[config.mk]
export PLATFORM = sky130hd
export DESIGN_NAME = cwe_window_ctrl
export DESIGN_NICKNAME = d
export VERILOG_FILES = /design/src/hw/cwe_pkg.sv /design/src/hw/cwe_window_ctrl.sv
export SDC_FILE = /design/constraint.sdc
export NUM_CORES = 1
export LEC_CHECK = 0
export BUFFER_PORTS_ARGS = -buffer_cell sky130_fd_sc_hd__buf_2
export CAP_MARGIN = 20
export CORE_ASPECT_RATIO = 1.1
export CORE_MARGIN = 2
export CORE_UTILIZATION = 50
export CTS_CLUSTER_DIAMETER = 50
export CTS_CLUSTER_SIZE = 24
export DETAILED_ROUTE_END_ITERATION = 7
export GPL_TIMING_DRIVEN = 0
export PLACE_DENSITY = 0.77
export SYNTH_ARGS = -nofsm -noshare
export SYNTH_HDL_FRONTEND = slang
export SYNTH_SLANG_ARGS = --single-unit
[constraint.sdc]
create_clock -name clk_i -period 7.4 [get_ports clk_i]
set_clock_uncertainty 0.1 [all_clocks]
set_input_delay 0.74 -clock clk_i [delete_from_list [all_inputs] [get_ports clk_i]]
set_output_delay 0.74 -clock clk_i [all_outputs]
set_load 0.05 [all_outputs]
[src/hw/cwe_pkg.sv]
// Constants and carrier types for the card window enable and I/O control block.
// Assumes a 10 MHz bus clock and a 32-bit classic Wishbone register port.
package cwe_pkg;

    // Clock and ISA cycle timing
    localparam int CLK_PERIOD_NS = 100;
    localparam int ISA_CYCLE_NS = 120;
    // Least time, so rounded up to whole clocks
    localparam int ISA_DIV = (ISA_CYCLE_NS + CLK_PERIOD_NS - 1) / CLK_PERIOD_NS;

    // Register indices; byte address is four times the index
    localparam logic [11:0] IDX_WIN_EN = 12'h806;
    localparam logic [11:0] IDX_IO_CTRL = 12'h807;
    localparam logic [11:0] IDX_IO0_START_LO = 12'h808;
    localparam logic [11:0] IDX_IO0_START_HI = 12'h809;
    localparam logic [11:0] IDX_IO0_END_LO = 12'h80a;
    localparam logic [11:0] IDX_IO0_END_HI = 12'h80b;
    localparam logic [11:0] IDX_IO1_START_LO = 12'h80c;
    localparam logic [11:0] IDX_IO1_START_HI = 12'h80d;
    localparam logic [11:0] IDX_IO1_END_LO = 12'h80e;
    localparam logic [11:0] IDX_IO1_END_HI = 12'h80f;

    // Window enable field positions
    localparam int BIT_IO_WIN1_ON = 7;
    localparam int BIT_IO_WIN0_ON = 6;
    localparam int BIT_WIN_RSVD = 5;
    localparam int BIT_MEM_WIN_TOP = 4;
    localparam logic [7:0] WIN_EN_WRITABLE = 8'hdf;

    // I/O control field positions
    localparam int BIT_IO1_EXTRA_WAIT = 7;
    localparam int BIT_IO1_SHORT_8BIT = 6;
    localparam int BIT_IO1_AUTO_SIZE = 5;
    localparam int BIT_IO1_WIDTH_16 = 4;
    localparam int BIT_IO0_EXTRA_WAIT = 3;
    localparam int BIT_IO0_SHORT_8BIT = 2;
    localparam int BIT_IO0_AUTO_SIZE = 1;
    localparam int BIT_IO0_WIDTH_16 = 0;

    // Values after reset
    localparam logic [7:0] WIN_EN_RESET = 8'h00;
    localparam logic [7:0] IO_CTRL_RESET = 8'h00;
    localparam logic [15:0] IO_ADDR_RESET = 16'h0000;

    // I/O cycle lengths in ISA cycles
    localparam logic [3:0] ISA_LEN_STD8 = 4'h6;
    localparam logic [3:0] ISA_LEN_SHORT8 = 4'h3;
    localparam logic [3:0] ISA_LEN_STD16 = 4'h3;
    localparam logic [3:0] ISA_LEN_EXTRA = 4'h1;

    // Host cycle request as seen by the bridge's target decoder
    typedef struct packed {
        logic start;
        logic is_io;
        logic [15:0] addr;
        logic [4:0] mem_hit;
        logic iois16;
    } cwe_host_req_t;

    // Answer to the target decoder
    typedef struct packed {
        logic claim;
        logic io_sel;
        logic width16;
        logic busy;
        logic done;
        logic [3:0] isa_len;
    } cwe_host_rsp_t;

    typedef enum logic [2:0] {
        CWE_IDLE = 3'b001,
        CWE_RUN = 3'b010,
        CWE_DONE = 3'b100
    } cwe_state_t;

endpackage

[src/hw/cwe_window_ctrl.sv]
// Window enable and I/O window control registers with the host cycle claim logic.
// Assumes a classic Wishbone master on the register port and a target decoder
// that presents one host cycle at a time with memory window hits pre-decoded.
//
// The Wishbone register port is this design's own decision.
`timescale 1ns/100ps
`default_nettype none

module cwe_window_ctrl (
    input wire logic clk_i,
    input wire logic rst_i,
    input wire logic ce_i,
    input wire logic wb_cyc_i,
    input wire logic wb_stb_i,
    input wire logic wb_we_i,
    input wire logic [15:0] wb_adr_i,
    input wire logic [3:0] wb_sel_i,
    input wire logic [31:0] wb_dat_i,
    output logic [31:0] wb_dat_o,
    output logic wb_ack_o,
    input wire cwe_pkg::cwe_host_req_t host_req_i,
    output cwe_pkg::cwe_host_rsp_t host_rsp_o,
    output logic [4:0] mem_win_on_o,
    output logic [1:0] io_win_on_o
);
    import cwe_pkg::*;

    logic [7:0] win_en_q;
    logic [7:0] io_ctrl_q;
    logic [15:0] io_start_q [2];
    logic [15:0] io_end_q [2];
    logic ack_q;
    logic [31:0] dat_q;
    logic [7:0] rd_byte;
    logic req_new;
    logic [11:0] reg_idx;
    logic adr_in_space;
    logic wr_lane0;

    cwe_state_t state_q;
    cwe_state_t state_d;
    logic claim_q;
    logic io_sel_q;
    logic width16_q;
    logic done_q;
    logic [3:0] isa_len_q;
    logic [3:0] isa_cnt_q;
    logic [3:0] div_cnt_q;

    logic [1:0] io_hit;
    logic [1:0] io_w16;
    logic [3:0] io_len [2];
    logic mem_claim;
    logic io_claim;
    logic sel_win;

    // Bus request decode; address bits above the index space must be zero
    assign req_new = wb_cyc_i && wb_stb_i && !ack_q;
    assign reg_idx = wb_adr_i[13:2];
    assign adr_in_space = (wb_adr_i[15:14] == 2'h0);
    assign wr_lane0 = req_new && wb_we_i && wb_sel_i[0] && adr_in_space;

    // Acknowledge every access once, mapped or not, one cycle after the request
    always_ff @(posedge clk_i) begin
        if (rst_i) begin
            ack_q <= 1'b0;
        end else if (ce_i) begin
            ack_q <= req_new;
        end
    end

    // Window enables; reserved bit is masked so it can never be set
    always_ff @(posedge clk_i) begin
        if (rst_i) begin
            win_en_q <= WIN_EN_RESET;
        end else if (ce_i && wr_lane0 && reg_idx == IDX_WIN_EN) begin
            win_en_q <= wb_dat_i[7:0] & WIN_EN_WRITABLE;
        end
    end

    // I/O sizing and timing control
    always_ff @(posedge clk_i) begin
        if (rst_i) begin
            io_ctrl_q <= IO_CTRL_RESET;
        end else if (ce_i && wr_lane0 && reg_idx == IDX_IO_CTRL) begin
            io_ctrl_q <= wb_dat_i[7:0];
        end
    end

    // I/O window bounds, written a byte at a time
    always_ff @(posedge clk_i) begin
        if (rst_i) begin
            io_start_q[0] <= IO_ADDR_RESET;
            io_start_q[1] <= IO_ADDR_RESET;
            io_end_q[0] <= IO_ADDR_RESET;
            io_end_q[1] <= IO_ADDR_RESET;
        end else if (ce_i && wr_lane0) begin
            case (reg_idx)
                IDX_IO0_START_LO: io_start_q[0][7:0] <= wb_dat_i[7:0];
                IDX_IO0_START_HI: io_start_q[0][15:8] <= wb_dat_i[7:0];
                IDX_IO0_END_LO: io_end_q[0][7:0] <= wb_dat_i[7:0];
                IDX_IO0_END_HI: io_end_q[0][15:8] <= wb_dat_i[7:0];
                IDX_IO1_START_LO: io_start_q[1][7:0] <= wb_dat_i[7:0];
                IDX_IO1_START_HI: io_start_q[1][15:8] <= wb_dat_i[7:0];
                IDX_IO1_END_LO: io_end_q[1][7:0] <= wb_dat_i[7:0];
                IDX_IO1_END_HI: io_end_q[1][15:8] <= wb_dat_i[7:0];
                default: ;
            endcase
        end
    end

    // Read mux; unmapped indices read zero
    always_comb begin
        rd_byte = 8'h00;
        if (adr_in_space) begin
            case (reg_idx)
                IDX_WIN_EN: rd_byte = win_en_q;
                IDX_IO_CTRL: rd_byte = io_ctrl_q;
                IDX_IO0_START_LO: rd_byte = io_start_q[0][7:0];
                IDX_IO0_START_HI: rd_byte = io_start_q[0][15:8];
                IDX_IO0_END_LO: rd_byte = io_end_q[0][7:0];
                IDX_IO0_END_HI: rd_byte = io_end_q[0][15:8];
                IDX_IO1_START_LO: rd_byte = io_start_q[1][7:0];
                IDX_IO1_START_HI: rd_byte = io_start_q[1][15:8];
                IDX_IO1_END_LO: rd_byte = io_end_q[1][7:0];
                IDX_IO1_END_HI: rd_byte = io_end_q[1][15:8];
                default: rd_byte = 8'h00;
            endcase
        end
    end

    // Read data held in a flop; upper lanes always zero
    always_ff @(posedge clk_i) begin
        if (rst_i) begin
            dat_q <= 32'h0000_0000;
        end else if (ce_i && req_new) begin
            dat_q <= {24'h00_0000, rd_byte};
        end
    end

    assign wb_ack_o = ack_q;
    assign wb_dat_o = dat_q;

    // Enable bits exported to the rest of the bridge
    assign io_win_on_o = {win_en_q[BIT_IO_WIN1_ON], win_en_q[BIT_IO_WIN0_ON]};
    assign mem_win_on_o = win_en_q[BIT_MEM_WIN_TOP:0];

    // Inclusive range compare, gated by the window enable
    always_comb begin
        io_hit[0] = io_win_on_o[0] && host_req_i.addr >= io_start_q[0]
                    && host_req_i.addr <= io_end_q[0];
        io_hit[1] = io_win_on_o[1] && host_req_i.addr >= io_start_q[1]
                    && host_req_i.addr <= io_end_q[1];
    end

    // Width per window: card's IOIS16 or the fixed size bit
    always_comb begin
        io_w16[0] = io_ctrl_q[BIT_IO0_AUTO_SIZE] ? host_req_i.iois16
                                                 : io_ctrl_q[BIT_IO0_WIDTH_16];
        io_w16[1] = io_ctrl_q[BIT_IO1_AUTO_SIZE] ? host_req_i.iois16
                                                 : io_ctrl_q[BIT_IO1_WIDTH_16];
    end

    // Cycle length: the wait bit touches only 16-bit, the short bit only 8-bit
    always_comb begin
        if (io_w16[0]) begin
            io_len[0] = io_ctrl_q[BIT_IO0_EXTRA_WAIT] ? ISA_LEN_STD16 + ISA_LEN_EXTRA
                                                      : ISA_LEN_STD16;
        end else begin
            io_len[0] = io_ctrl_q[BIT_IO0_SHORT_8BIT] ? ISA_LEN_SHORT8 : ISA_LEN_STD8;
        end
        if (io_w16[1]) begin
            io_len[1] = io_ctrl_q[BIT_IO1_EXTRA_WAIT] ? ISA_LEN_STD16 + ISA_LEN_EXTRA
                                                      : ISA_LEN_STD16;
        end else begin
            io_len[1] = io_ctrl_q[BIT_IO1_SHORT_8BIT] ? ISA_LEN_SHORT8 : ISA_LEN_STD8;
        end
    end

    // Window 0 wins if software programs overlapping I/O ranges
    assign sel_win = !io_hit[0];
    assign io_claim = host_req_i.is_io && (io_hit != 2'b00);
    assign mem_claim = !host_req_i.is_io && ((host_req_i.mem_hit & mem_win_on_o) != 5'h00);

    // Cycle sequencer next state; new requests are ignored while busy
    always_comb begin
        state_d = state_q;
        case (state_q)
            CWE_IDLE: begin
                if (host_req_i.start && io_claim) begin
                    state_d = CWE_RUN;
                end
            end
            CWE_RUN: begin
                if (isa_cnt_q == 4'h1 && div_cnt_q == 4'h1) begin
                    state_d = CWE_DONE;
                end
            end
            CWE_DONE: state_d = CWE_IDLE;
            default: state_d = CWE_IDLE;
        endcase
    end

    always_ff @(posedge clk_i) begin
        if (rst_i) begin
            state_q <= CWE_IDLE;
        end else if (ce_i) begin
            state_q <= state_d;
        end
    end

    // Claim is a one-cycle answer to each start seen while idle
    always_ff @(posedge clk_i) begin
        if (rst_i) begin
            claim_q <= 1'b0;
        end else if (ce_i) begin
            claim_q <= host_req_i.start && state_q == CWE_IDLE && (io_claim || mem_claim);
        end
    end

    // Latch the chosen window, width and length when an I/O cycle starts
    always_ff @(posedge clk_i) begin
        if (rst_i) begin
            io_sel_q <= 1'b0;
            width16_q <= 1'b0;
            isa_len_q <= 4'h0;
        end else if (ce_i && state_q == CWE_IDLE && host_req_i.start && io_claim) begin
            io_sel_q <= sel_win;
            width16_q <= io_w16[sel_win];
            isa_len_q <= io_len[sel_win];
        end
    end

    // ISA cycle counter with a clock prescaler
    always_ff @(posedge clk_i) begin
        if (rst_i) begin
            isa_cnt_q <= 4'h0;
            div_cnt_q <= 4'h0;
        end else if (ce_i) begin
            if (state_q == CWE_IDLE) begin
                isa_cnt_q <= io_len[sel_win];
                div_cnt_q <= 4'(ISA_DIV);
            end else if (state_q == CWE_RUN) begin
                if (div_cnt_q == 4'h1) begin
                    div_cnt_q <= 4'(ISA_DIV);
                    isa_cnt_q <= isa_cnt_q - 4'h1;
                end else begin
                    div_cnt_q <= div_cnt_q - 4'h1;
                end
            end
        end
    end

    // Done pulse marks the end of the timed card cycle
    always_ff @(posedge clk_i) begin
        if (rst_i) begin
            done_q <= 1'b0;
        end else if (ce_i) begin
            done_q <= (state_d == CWE_DONE) && (state_q == CWE_RUN);
        end
    end

    always_comb begin
        host_rsp_o.claim = claim_q;
        host_rsp_o.io_sel = io_sel_q;
        host_rsp_o.width16 = width16_q;
        host_rsp_o.busy = (state_q != CWE_IDLE);
        host_rsp_o.done = done_q;
        host_rsp_o.isa_len = isa_len_q;
    end

endmodule

`default_nettype wire

==> results of run 1 <==
==> sequential cells by signal, indices dropped and copies added, names as in the netlist <==
name,count
width16_q,1
wb_ack_o,1
io_ctrl_q,8
div_cnt_q,4
isa_cnt_q,4
isa_len_q,3
win_en_q,7
io_sel_q,1
io_start_q,32
state_q,3
io_end_q,32
wb_dat_o,8
done_q,1
claim_q,1
==> kinds of logic (layout without fill, tap and decap cells) <==
group                      after synthesis  after routing  share of synthesized area
buffers and inverters                  121            214                     0.0868
DFF                                    106            106                      0.422
AOI/OAI and AO/OA                      152            152                      0.158
xor gates and xnor gates                 1              1                    0.00134
other                                    1             25                   0.000573
adders and majority gates               68             68                      0.130
muxes                                   15             15                     0.0233
and+or+nand+nor                        222            222                      0.178
==> metrics by stage <==
stage          hold slack [ns]  area [µm²]  setup slack (ns)  std cells  power [µW]
5_1_grt                  0.395        7560              4.23        960        1380
6_report                 0.362        7560              4.36        960        1340
4_1_cts                  0.360        7550              4.13        959        1340
3_5_place_dp             0.345        7220              3.79        943         825
3_3_place_gp             0.342        7210              3.91        942         820
2_1_floorplan            0.337        6640              4.50        710         766
==> critical path, cell delays in order <==
cell and delay [ns]:
buf_2 0.09, nor4b_2 0.17, and2_1 0.21, and3_1 0.20, clkbuf_1 0.16, buf_2 0.22
a221oi_1 0.33, nor2_1 0.11, a2111oi_0 0.77, o21ai_0 0.14
==> area by class of cell <==
type	instances	area, µm²	share of cell area
multi-input cells	483	3310	0.438
flip-flops and latches	106	2760	0.366
repair buffers	77	390	0.0516
clock buffers	13	293	0.0387
inverters	72	270	0.0358
clock inverters	3	41.3	0.00546
plain buffers	49	298	0.0394
well taps	157	196	0.0260
==> final timing paths <==
check	end	slack [ns]
max	wb_dat_o[0]	4.36
min	done_q	0.36
max reg2reg	isa_len_q[2]	4.48
min reg2reg	done_q	0.36
==> metal layers <==
layer	global-route usage	vias to the layer above	wire length (µm)
met5	0	-	0
met3	0.0579	69	1990
li1	-	2646	-
met4	0.161	0	1060
met2	0.435	332	8310
met1	0.333	2519	7140
==> synth_stat cells, types with 3 or more instances <==
library cell,instances
a2111oi_0,3
a211oi_1,5
a21oi_1,52
a221oi_1,11
a222oi_1,4
a22o_1,7
a22oi_1,3
a31oi_1,5
and2_1,35
and3_1,5
and4_1,3
buf_1,4
buf_2,4
buf_4,29
clkbuf_1,12
dfxtp_1,42
edfxtp_1,64
ha_1,68
inv_1,71
mux2i_1,13
nand2_1,61
nand2b_1,5
nand3_1,27
nand4_1,9
nor2_1,39
nor2b_1,4
nor3_1,9
nor3b_1,3
nor4_1,5
o211ai_1,4
o21a_1,3
o21ai_0,30
o221ai_1,3
==> power breakdown <==
part	switching, µW	leakage, µW	internal [µW]
registers	8.30	0.00103	634
logic	115	0.00202	57.6
clock network	210	0.000166	312
==> out/metrics.cfg, run 1 <==
[drt]
routed_wirelength_um = 18500
wl_per_cell_um = 19.3
first_pass_iters = 7
vias_per_cell = 5.80
postRouteAntennaNets = 0
vias = 5566
drt_iter0_drc = 550
remaining_drc_errors = 10

[critical_path]
reg2regPathDepth = 10
cp-startpoint = wb_adr_i[13]
critPathLaunchType = primary input
worstPathMaxFanout = 10
regToRegStartpoint = io_end_q[1][7]
endpoint_kind = flip-flop
worstPathArrival_ns = 3.14
crit_type = primary input to flip-flop
cp.required_ns = 7.50

[yosys]
yosysSeqAreaShare = 0.422
synth_top_flop_cell = edfxtp_1
synthesis.area_um2 = 6550
synth_edf_count = 64
async_flop_share = 0
synth_area_leaders = edfxtp_1, ha_1, dfxtp_1, inv_1, a21oi_1
synth_cell_types = 66
syn-instance-count = 686
synth_top_cell_by_area = edfxtp_1
ys_warn_count = 0
synth.avg_cell_area_um2 = 9.54
synth_top_area_frac = 0.294
synth_seq_cells = 106

[cts]
cts_hold_buffers = 0
cts_buffers = 9
cts_buffer_depth = 2
postCtsSetupBuffers = 0
clock_latency_ns = 0.36
cts_resized = 0
cts_tree = built
clock-root-buffer = clkbuf_16
h-tree-depth = 3
clk_pin_slew_ns = 0.07
clock-sinks = 106

[floorplanning]
dieArea_um2 = 14000
fp.coreArea_um2 = 12700
die_w_um = 113
die_y_um = 124
rows = 43
start_util = 0.516
io_pins = 131

[cells_and_area]
drive_above_1_share = 0.179
fillers = 1109
final_util = 0.595
syn_to_final_growth_pct = 15.4
final_cell_mix = buf_2, inv_1, ha_1
final_common_cell = buf_2
num_antenna_cells = 0
nets = 948

[sta]
final.period_utilization = 0.411
period_minus_slack_ns = 3.04
tightest_slew_ns = 1.02
slew_headroom = 0.316
finalHoldViolCount = 0
rsz0062_at_grt = false
drv_slew = 0
max_freq_mhz = 329
finalSetupTns_ns = 0
setup_violations = 0

[place]
gp_congestion = 0.976
dp.final_hpwl_um = 14700
portBuffers = 75

[outcome]
run_status = complete, but fails checks
violations = DRC

[power_and_ir_drop]
p_per_area_nw_per_um2 = 177
p_leak_uw = 0.00321
peakVddDrop_uv = 125

[grt]
grt_pass1_wl_um = 28300
antenna_found_initial = 0
grt_max_degree = 18
gr-usage-all-layers = 0.269
grt_pass1_vias = 5341
grt_overflow = 0

[worst_hold_path]
hold_start = done_q
hold_depth = 2
hold_class = flip-flop to flip-flop

[run]
max_cap_viol_count = 0

(Power assumes the default switching activity.)
==> run 2, diff against run 1 <==
--- a/config.mk
+++ b/config.mk
@@ -5,6 +5,7 @@
 export SDC_FILE = /design/constraint.sdc
 export NUM_CORES = 1
 export LEC_CHECK = 0
+export ABC_AREA = 1
 export BUFFER_PORTS_ARGS = -buffer_cell sky130_fd_sc_hd__buf_2
 export CAP_MARGIN = 20
 export CORE_ASPECT_RATIO = 1.1
@@ -14,7 +15,7 @@
 export CTS_CLUSTER_SIZE = 24
 export DETAILED_ROUTE_END_ITERATION = 7
 export GPL_TIMING_DRIVEN = 0
-export PLACE_DENSITY = 0.77
+export PLACE_DENSITY = 0.79
 export SYNTH_ARGS = -nofsm -noshare
 export SYNTH_HDL_FRONTEND = slang
 export SYNTH_SLANG_ARGS = --single-unit
==> constraint.sdc (replaced) <==
create_clock -name clk_i -period 2.6 [get_ports clk_i]
set_clock_uncertainty 0.1 [all_clocks]
set_input_delay 0.26 -clock clk_i [delete_from_list [all_inputs] [get_ports clk_i]]
set_output_delay 0.26 -clock clk_i [all_outputs]
set_load 0.05 [all_outputs]
==> run 2 against run 1 <==
  * The flow now finishes without violations
  * Clock power increased to 2.5 times the previous value
  * Count of clock-buffer cells in the layout decreased by 1
  * Cell count increased by 19%
  * Cell area increased by 3.9%
  * Synthesized cell count increased by 22%
  * Sequential share of layout area decreased by 1.4 points
  * Non-clock buffer count decreased by 6
  * Register-to-register slack got worse by 4.3 ns
  * Largest power group unchanged
==> out/metrics.cfg, run 2 <==
[outcome]
run_status = finished clean

[drt]
wl_per_cell_um = 15.8
drt_iter0_drc = 484
postRouteAntennaNets = 0
vias_per_cell = 5.20
routed_wirelength_um = 18100
first_pass_iters = 5
remaining_drc_errors = 0
vias = 5962

[yosys]
syn-instance-count = 840
synth.avg_cell_area_um2 = 8.12
synthTopCellsByCount = nand2_1, inv_1, nor2_1, ha_1, a21oi_1
synth_edf_count = 64
synthesis.area_um2 = 6820
yosysSeqAreaShare = 0.405
synth_top_area_frac = 0.282
async_flop_share = 0
ys_warn_count = 0
synth_area_leaders = edfxtp_1, ha_1, dfxtp_1, nand2_1, inv_1
synth_seq_cells = 106
yosysMostFrequentCell = nand2_1
synth_top_cell_by_area = edfxtp_1
synth_cell_types = 50
synth_top_flop_cell = edfxtp_1

[power_and_ir_drop]
intPower_uw = 2690
switching_share = 0.268
p_clk_frac = 0.356
p_per_area_nw_per_um2 = 468
p_seq_frac = 0.499
p_switching_uw = 985
p_leak_uw = 0.00373
peakVddDrop_uv = 438
comb_power_share = 0.145

[sta]
final.period_utilization = 0.920
slew_headroom = 0.331
setup_violations = 0
rsz0062_at_grt = false
period_minus_slack_ns = 2.39
drv_slew = 0
finalHoldViolCount = 0
tightest_slew_ns = 0.998
max_freq_mhz = 418

[critical_path]
worstPathMaxFanout = 10
crit_type = flip-flop to flip-flop
critPathLaunchType = flip-flop
reg2regPathDepth = 6
cp-startpoint = wb_ack_o
regToRegStartpoint = wb_ack_o
cp.required_ns = 2.56
endpoint_kind = flip-flop
worstPathArrival_ns = 2.36

[cts]
clock_latency_ns = 0.36
cts_buffers = 9
cts_tree = built
clock-root-buffer = clkbuf_16
cts_resized = 0
cts_buffer_depth = 2
cts_hold_buffers = 0
postCtsSetupBuffers = 0
clock-sinks = 106
h-tree-depth = 3
clk_pin_slew_ns = 0.07

[cells_and_area]
fin_cells = 1147
num_antenna_cells = 0
final_util = 0.592
syn_to_final_growth_pct = 15.1
final_cell_mix = nand2_1, inv_1, nor2_1
fillers = 1186
nets = 1108
drive_above_1_share = 0.192
final_common_cell = nand2_1
reg.largest.list = io_end_q x32, io_start_q x32

[run]
max_cap_viol_count = 0

[worst_hold_path]
hold_class = primary input to flip-flop
hold_start = ce_i
hold_depth = 3

[place]
dp.final_hpwl_um = 15000
gp_congestion = 1.08
dpl.cell_count = 1130
portBuffers = 76

[floorplanning]
die_w_um = 115
fp.coreArea_um2 = 13300
rows = 44
dieArea_um2 = 14600
die_y_um = 127
io_pins = 131
start_util = 0.514

[grt]
grt_pass1_vias = 5487
antenna_found_initial = 0
grt_pass1_wl_um = 28100
gr-usage-all-layers = 0.255
grt_max_degree = 18
grt_overflow = 0

run 2: cell types whose count changed in the layout (fill, tap and decap cells not counted), moves of 10 or more:
cell	previous run	this run
inv_1	71	126
mux2i_1	13	0
inv_2	0	10
a21oi_1	52	65
nand2_1	61	175
o21ai_0	30	41
and2_1	35	1
a221oi_1	11	0
nor2_1	39	88
run 2: area by class of cell:
cell class,instances,area (µm²),area share
Timing Repair Buffer,83,420,0.0535
Clock inverter,4,25.0,0.00319
Clock buffer,12,256,0.0327
Buffer,37,265,0.0338
Inverter,137,514,0.0655
Tap cell,184,230,0.0293
Sequential cell,106,2760,0.352
Multi-Input combinational cell,584,3380,0.430
run 2: critical path, stage by stage, from the launching register on:
cell,delay [ns]
dfxtp_1,0.34
nor2_2,0.09
and3_2,0.24
nand4_4,0.14
buf_6,0.19
o31ai_1,0.70
buf_4,0.29
run 2: metrics by stage:
| stage | area, µm² | TNS [ns] | power [µW] | setup WS [ns] | hold slack, ns |
|---|---|---|---|---|---|
| 6_report | 7850 | 0 | 3670 | 0.208 | 0.0582 |
| 5_1_grt | 7850 | 0 | 3800 | 0.00330 | 0.0919 |
| 4_1_cts | 7840 | 0 | 3670 | 0.177 | 0.0574 |
| 3_5_place_dp | 7560 | 0 | 2390 | 0.000761 | 0.355 |
| 3_3_place_gp | 7520 | -2.93 | 2380 | -0.191 | 0.350 |
| 2_1_floorplan | 6910 | 0 | 2230 | 0.323 | 0.291 |
run 2: final timing paths:
check                 endpoint  slack, ns
min                 state_q[0]       0.06
min reg2reg        wb_dat_o[4]       0.37
max reg2reg  io_start_q[0][15]       0.21
max          io_start_q[0][15]       0.21
run 2: per-layer routing:
metal	track usage	vias up	share of wire
li1	-	2960	-
met1	0.336	2699	0.42
met2	0.417	265	0.47
met3	0.0277	38	0.076
met4	0.121	0	0.038
met5	0	-	0
run 2: kinds of logic (layout without fill, tap and decap cells):
family          after synthesis  in the layout  share of synthesized area
simple gates                338            338                      0.225
other cells                   1             25                   0.000550
xor+xnor                      1              1                    0.00128
compound gates              150            150                      0.126
mux                           2              2                    0.00330
buf+inv                     174            273                      0.114
fa+ha+maj                    68             68                      0.125
flops                       106            106                      0.405
run 2: power groups by stage:
stage / logic (µW) / registers [µW] / clock network (µW)
3_3_place_gp: 506 / 1870 / 0
5_1_grt: 593 / 1840 / 1370
4_1_cts: 525 / 1830 / 1310
6_report: 532 / 1830 / 1310
2_1_floorplan: 367 / 1860 / 0
3_5_place_dp: 522 / 1870 / 0
==> run 3, diff against run 2 <==
--- a/config.mk
+++ b/config.mk
@@ -6,7 +6,7 @@
 export NUM_CORES = 1
 export LEC_CHECK = 0
 export ABC_AREA = 1
-export BUFFER_PORTS_ARGS = -buffer_cell sky130_fd_sc_hd__buf_2
+export BUFFER_PORTS_ARGS = -buffer_cell sky130_fd_sc_hd__buf_4
 export CAP_MARGIN = 20
 export CORE_ASPECT_RATIO = 1.1
 export CORE_MARGIN = 2
==> run 3 against run 2 <==
  * Sequential share of layout area shrank 0.79 points
  * Cell area grew 2.3%
  * Register-to-register slack gained 0.04 ns
  * Total power grew 0.33%
  * Highest routed layer unchanged
  * Maximum frequency grew 1.5%
  * Via count shrank 0.25%
  * First-iteration DRC count grew 1.4%
  * Worst setup slack gained 0.036 ns
  * Hold slack lost 0.015 ns
==> out/metrics.cfg, run 3 (synthesized netlist as in run 2, its figures left out) <==
[floorplanning]
fp.coreArea_um2 = 13300
die_w_um = 115
rows = 44
dieArea_um2 = 14600
start_util = 0.514
die_y_um = 127
io_pins = 131

[sta]
final.period_utilization = 0.906
drv_slew = 0
slew_headroom = 0.314
finalHoldViolCount = 0
period_minus_slack_ns = 2.36
max_freq_mhz = 424
setup_violations = 0
rsz0062_at_grt = false
tightest_slew_ns = 1.02

[grt]
gr-usage-all-layers = 0.262
grt_overflow = 0
grt_max_degree = 17
grt_pass1_vias = 5512
antenna_found_initial = 0
grt_pass1_wl_um = 28900

[power_and_ir_drop]
p_per_area_nw_per_um2 = 459
peakVddDrop_uv = 413
finalPower_uw = 3680
p_leak_uw = 0.00377

[cells_and_area]
fin_area_um2 = 8030
final_util = 0.605
syn_to_final_growth_pct = 17.8
final_cell_mix = nand2_1, inv_1, buf_4
reg.largest.list = io_end_q x32, io_start_q x32
num_antenna_cells = 0
final_common_cell = nand2_1
drive_above_1_share = 0.190
nets = 1107

[place]
placedInstanceArea_um2 = 7760
gp_congestion = 1.03
portBuffers = 76
dp.final_hpwl_um = 15500

[drt]
drt_iter0_drc = 491
postRouteAntennaNets = 0
vias_per_cell = 5.19
routed_wirelength_um = 18700
vias = 5947
wl_per_cell_um = 16.3
top_layer = met4
wl_met2_um = 8570
remaining_drc_errors = 0
wl_met3_um = 1450
first_pass_iters = 5
met1_length_um = 7920

[run]
max_cap_viol_count = 0

[cts]
cts_hold_buffers = 0
clock-sinks = 106
cts_buffers = 9
cts_resized = 0
clock-root-buffer = clkbuf_16
postCtsSetupBuffers = 0
cts_tree = built
h-tree-depth = 3
cts_buffer_depth = 2
clk_pin_slew_ns = 0.07
clock_latency_ns = 0.36

[critical_path]
crit_type = flip-flop to flip-flop
reg2reg_slack_ns = 0.24
timing.rr.end = io_start_q[0][6]
regToRegStartpoint = wb_ack_o
reg2regPathDepth = 6
endpoint_kind = flip-flop
worstPathArrival_ns = 2.32
critPathLaunchType = flip-flop
worstPathMaxFanout = 10
cp.required_ns = 2.56

[outcome]
run_status = finished clean

[worst_hold_path]
hold_class = primary input to flip-flop
hold_end = state_q[0]
hold_start = ce_i
hold_depth = 3

[run 3: changes by cell type in the layout (fill, tap and decap cells not counted), sizes merged]
cell,before,now
clkbuf,17,16
clkinvlp,0,1
inv,138,137
[run 3: per-stage QoR]
step	setup TNS, ns	hold WS (ns)	cells	setup WS (ns)
2_1_floorplan	0	0.291	864	0.323
3_3_place_gp	-6.41	0.355	1124	-0.224
3_5_place_dp	0	0.361	1130	0.0344
4_1_cts	0	0.0402	1146	0.223
5_1_grt	0	0.0765	1146	0.0799
6_report	0	0.0431	1146	0.244
[run 3: metal layers]
layer  vias up  GRT usage
met2       241      0.415
met1      2693      0.353
li1       2967          -
met5         -          0
met3        46     0.0449
met4         0      0.115
[run 3: worst max-delay path: stages, from the launching register on]
cell and delay [ns]:
dfxtp_1 0.34, nor2_2 0.09, and3_2 0.23, nand4_4 0.14
buf_6 0.19, o21ai_0 0.67, buf_4 0.30
[run 3: where the power goes]
part           switching (µW)  total (µW)  internal, µW
Clock                     611        1290           677
Sequential               21.0        1830          1810
Combinational             366         563           197
[run 3: worst max path at each step]
stage	from	to	slack, ns	cells past startpoint
floorplan	wb_ack_o	io_end_q[0][10]	0.32	5
global placement	wb_adr_i[15]	io_start_q[1][7]	-0.22	5
detailed placement	wb_adr_i[9]	io_start_q[0][2]	0.03	9
CTS	wb_ack_o	io_start_q[0][6]	0.22	6
global route	io_start_q[0][7]	isa_len_q[1]	0.08	15
finish	wb_ack_o	io_start_q[0][6]	0.24	6
[run 3: final cells by class]
cell class,count,area [µm²]
Fill cell,1172,5240
Multi-Input combinational cell,584,3380
Sequential cell,106,2760
Timing Repair Buffer,82,608
Buffer,37,265
Tap cell,184,230
Inverter,137,514
Clock buffer,12,246
Clock inverter,4,26.3
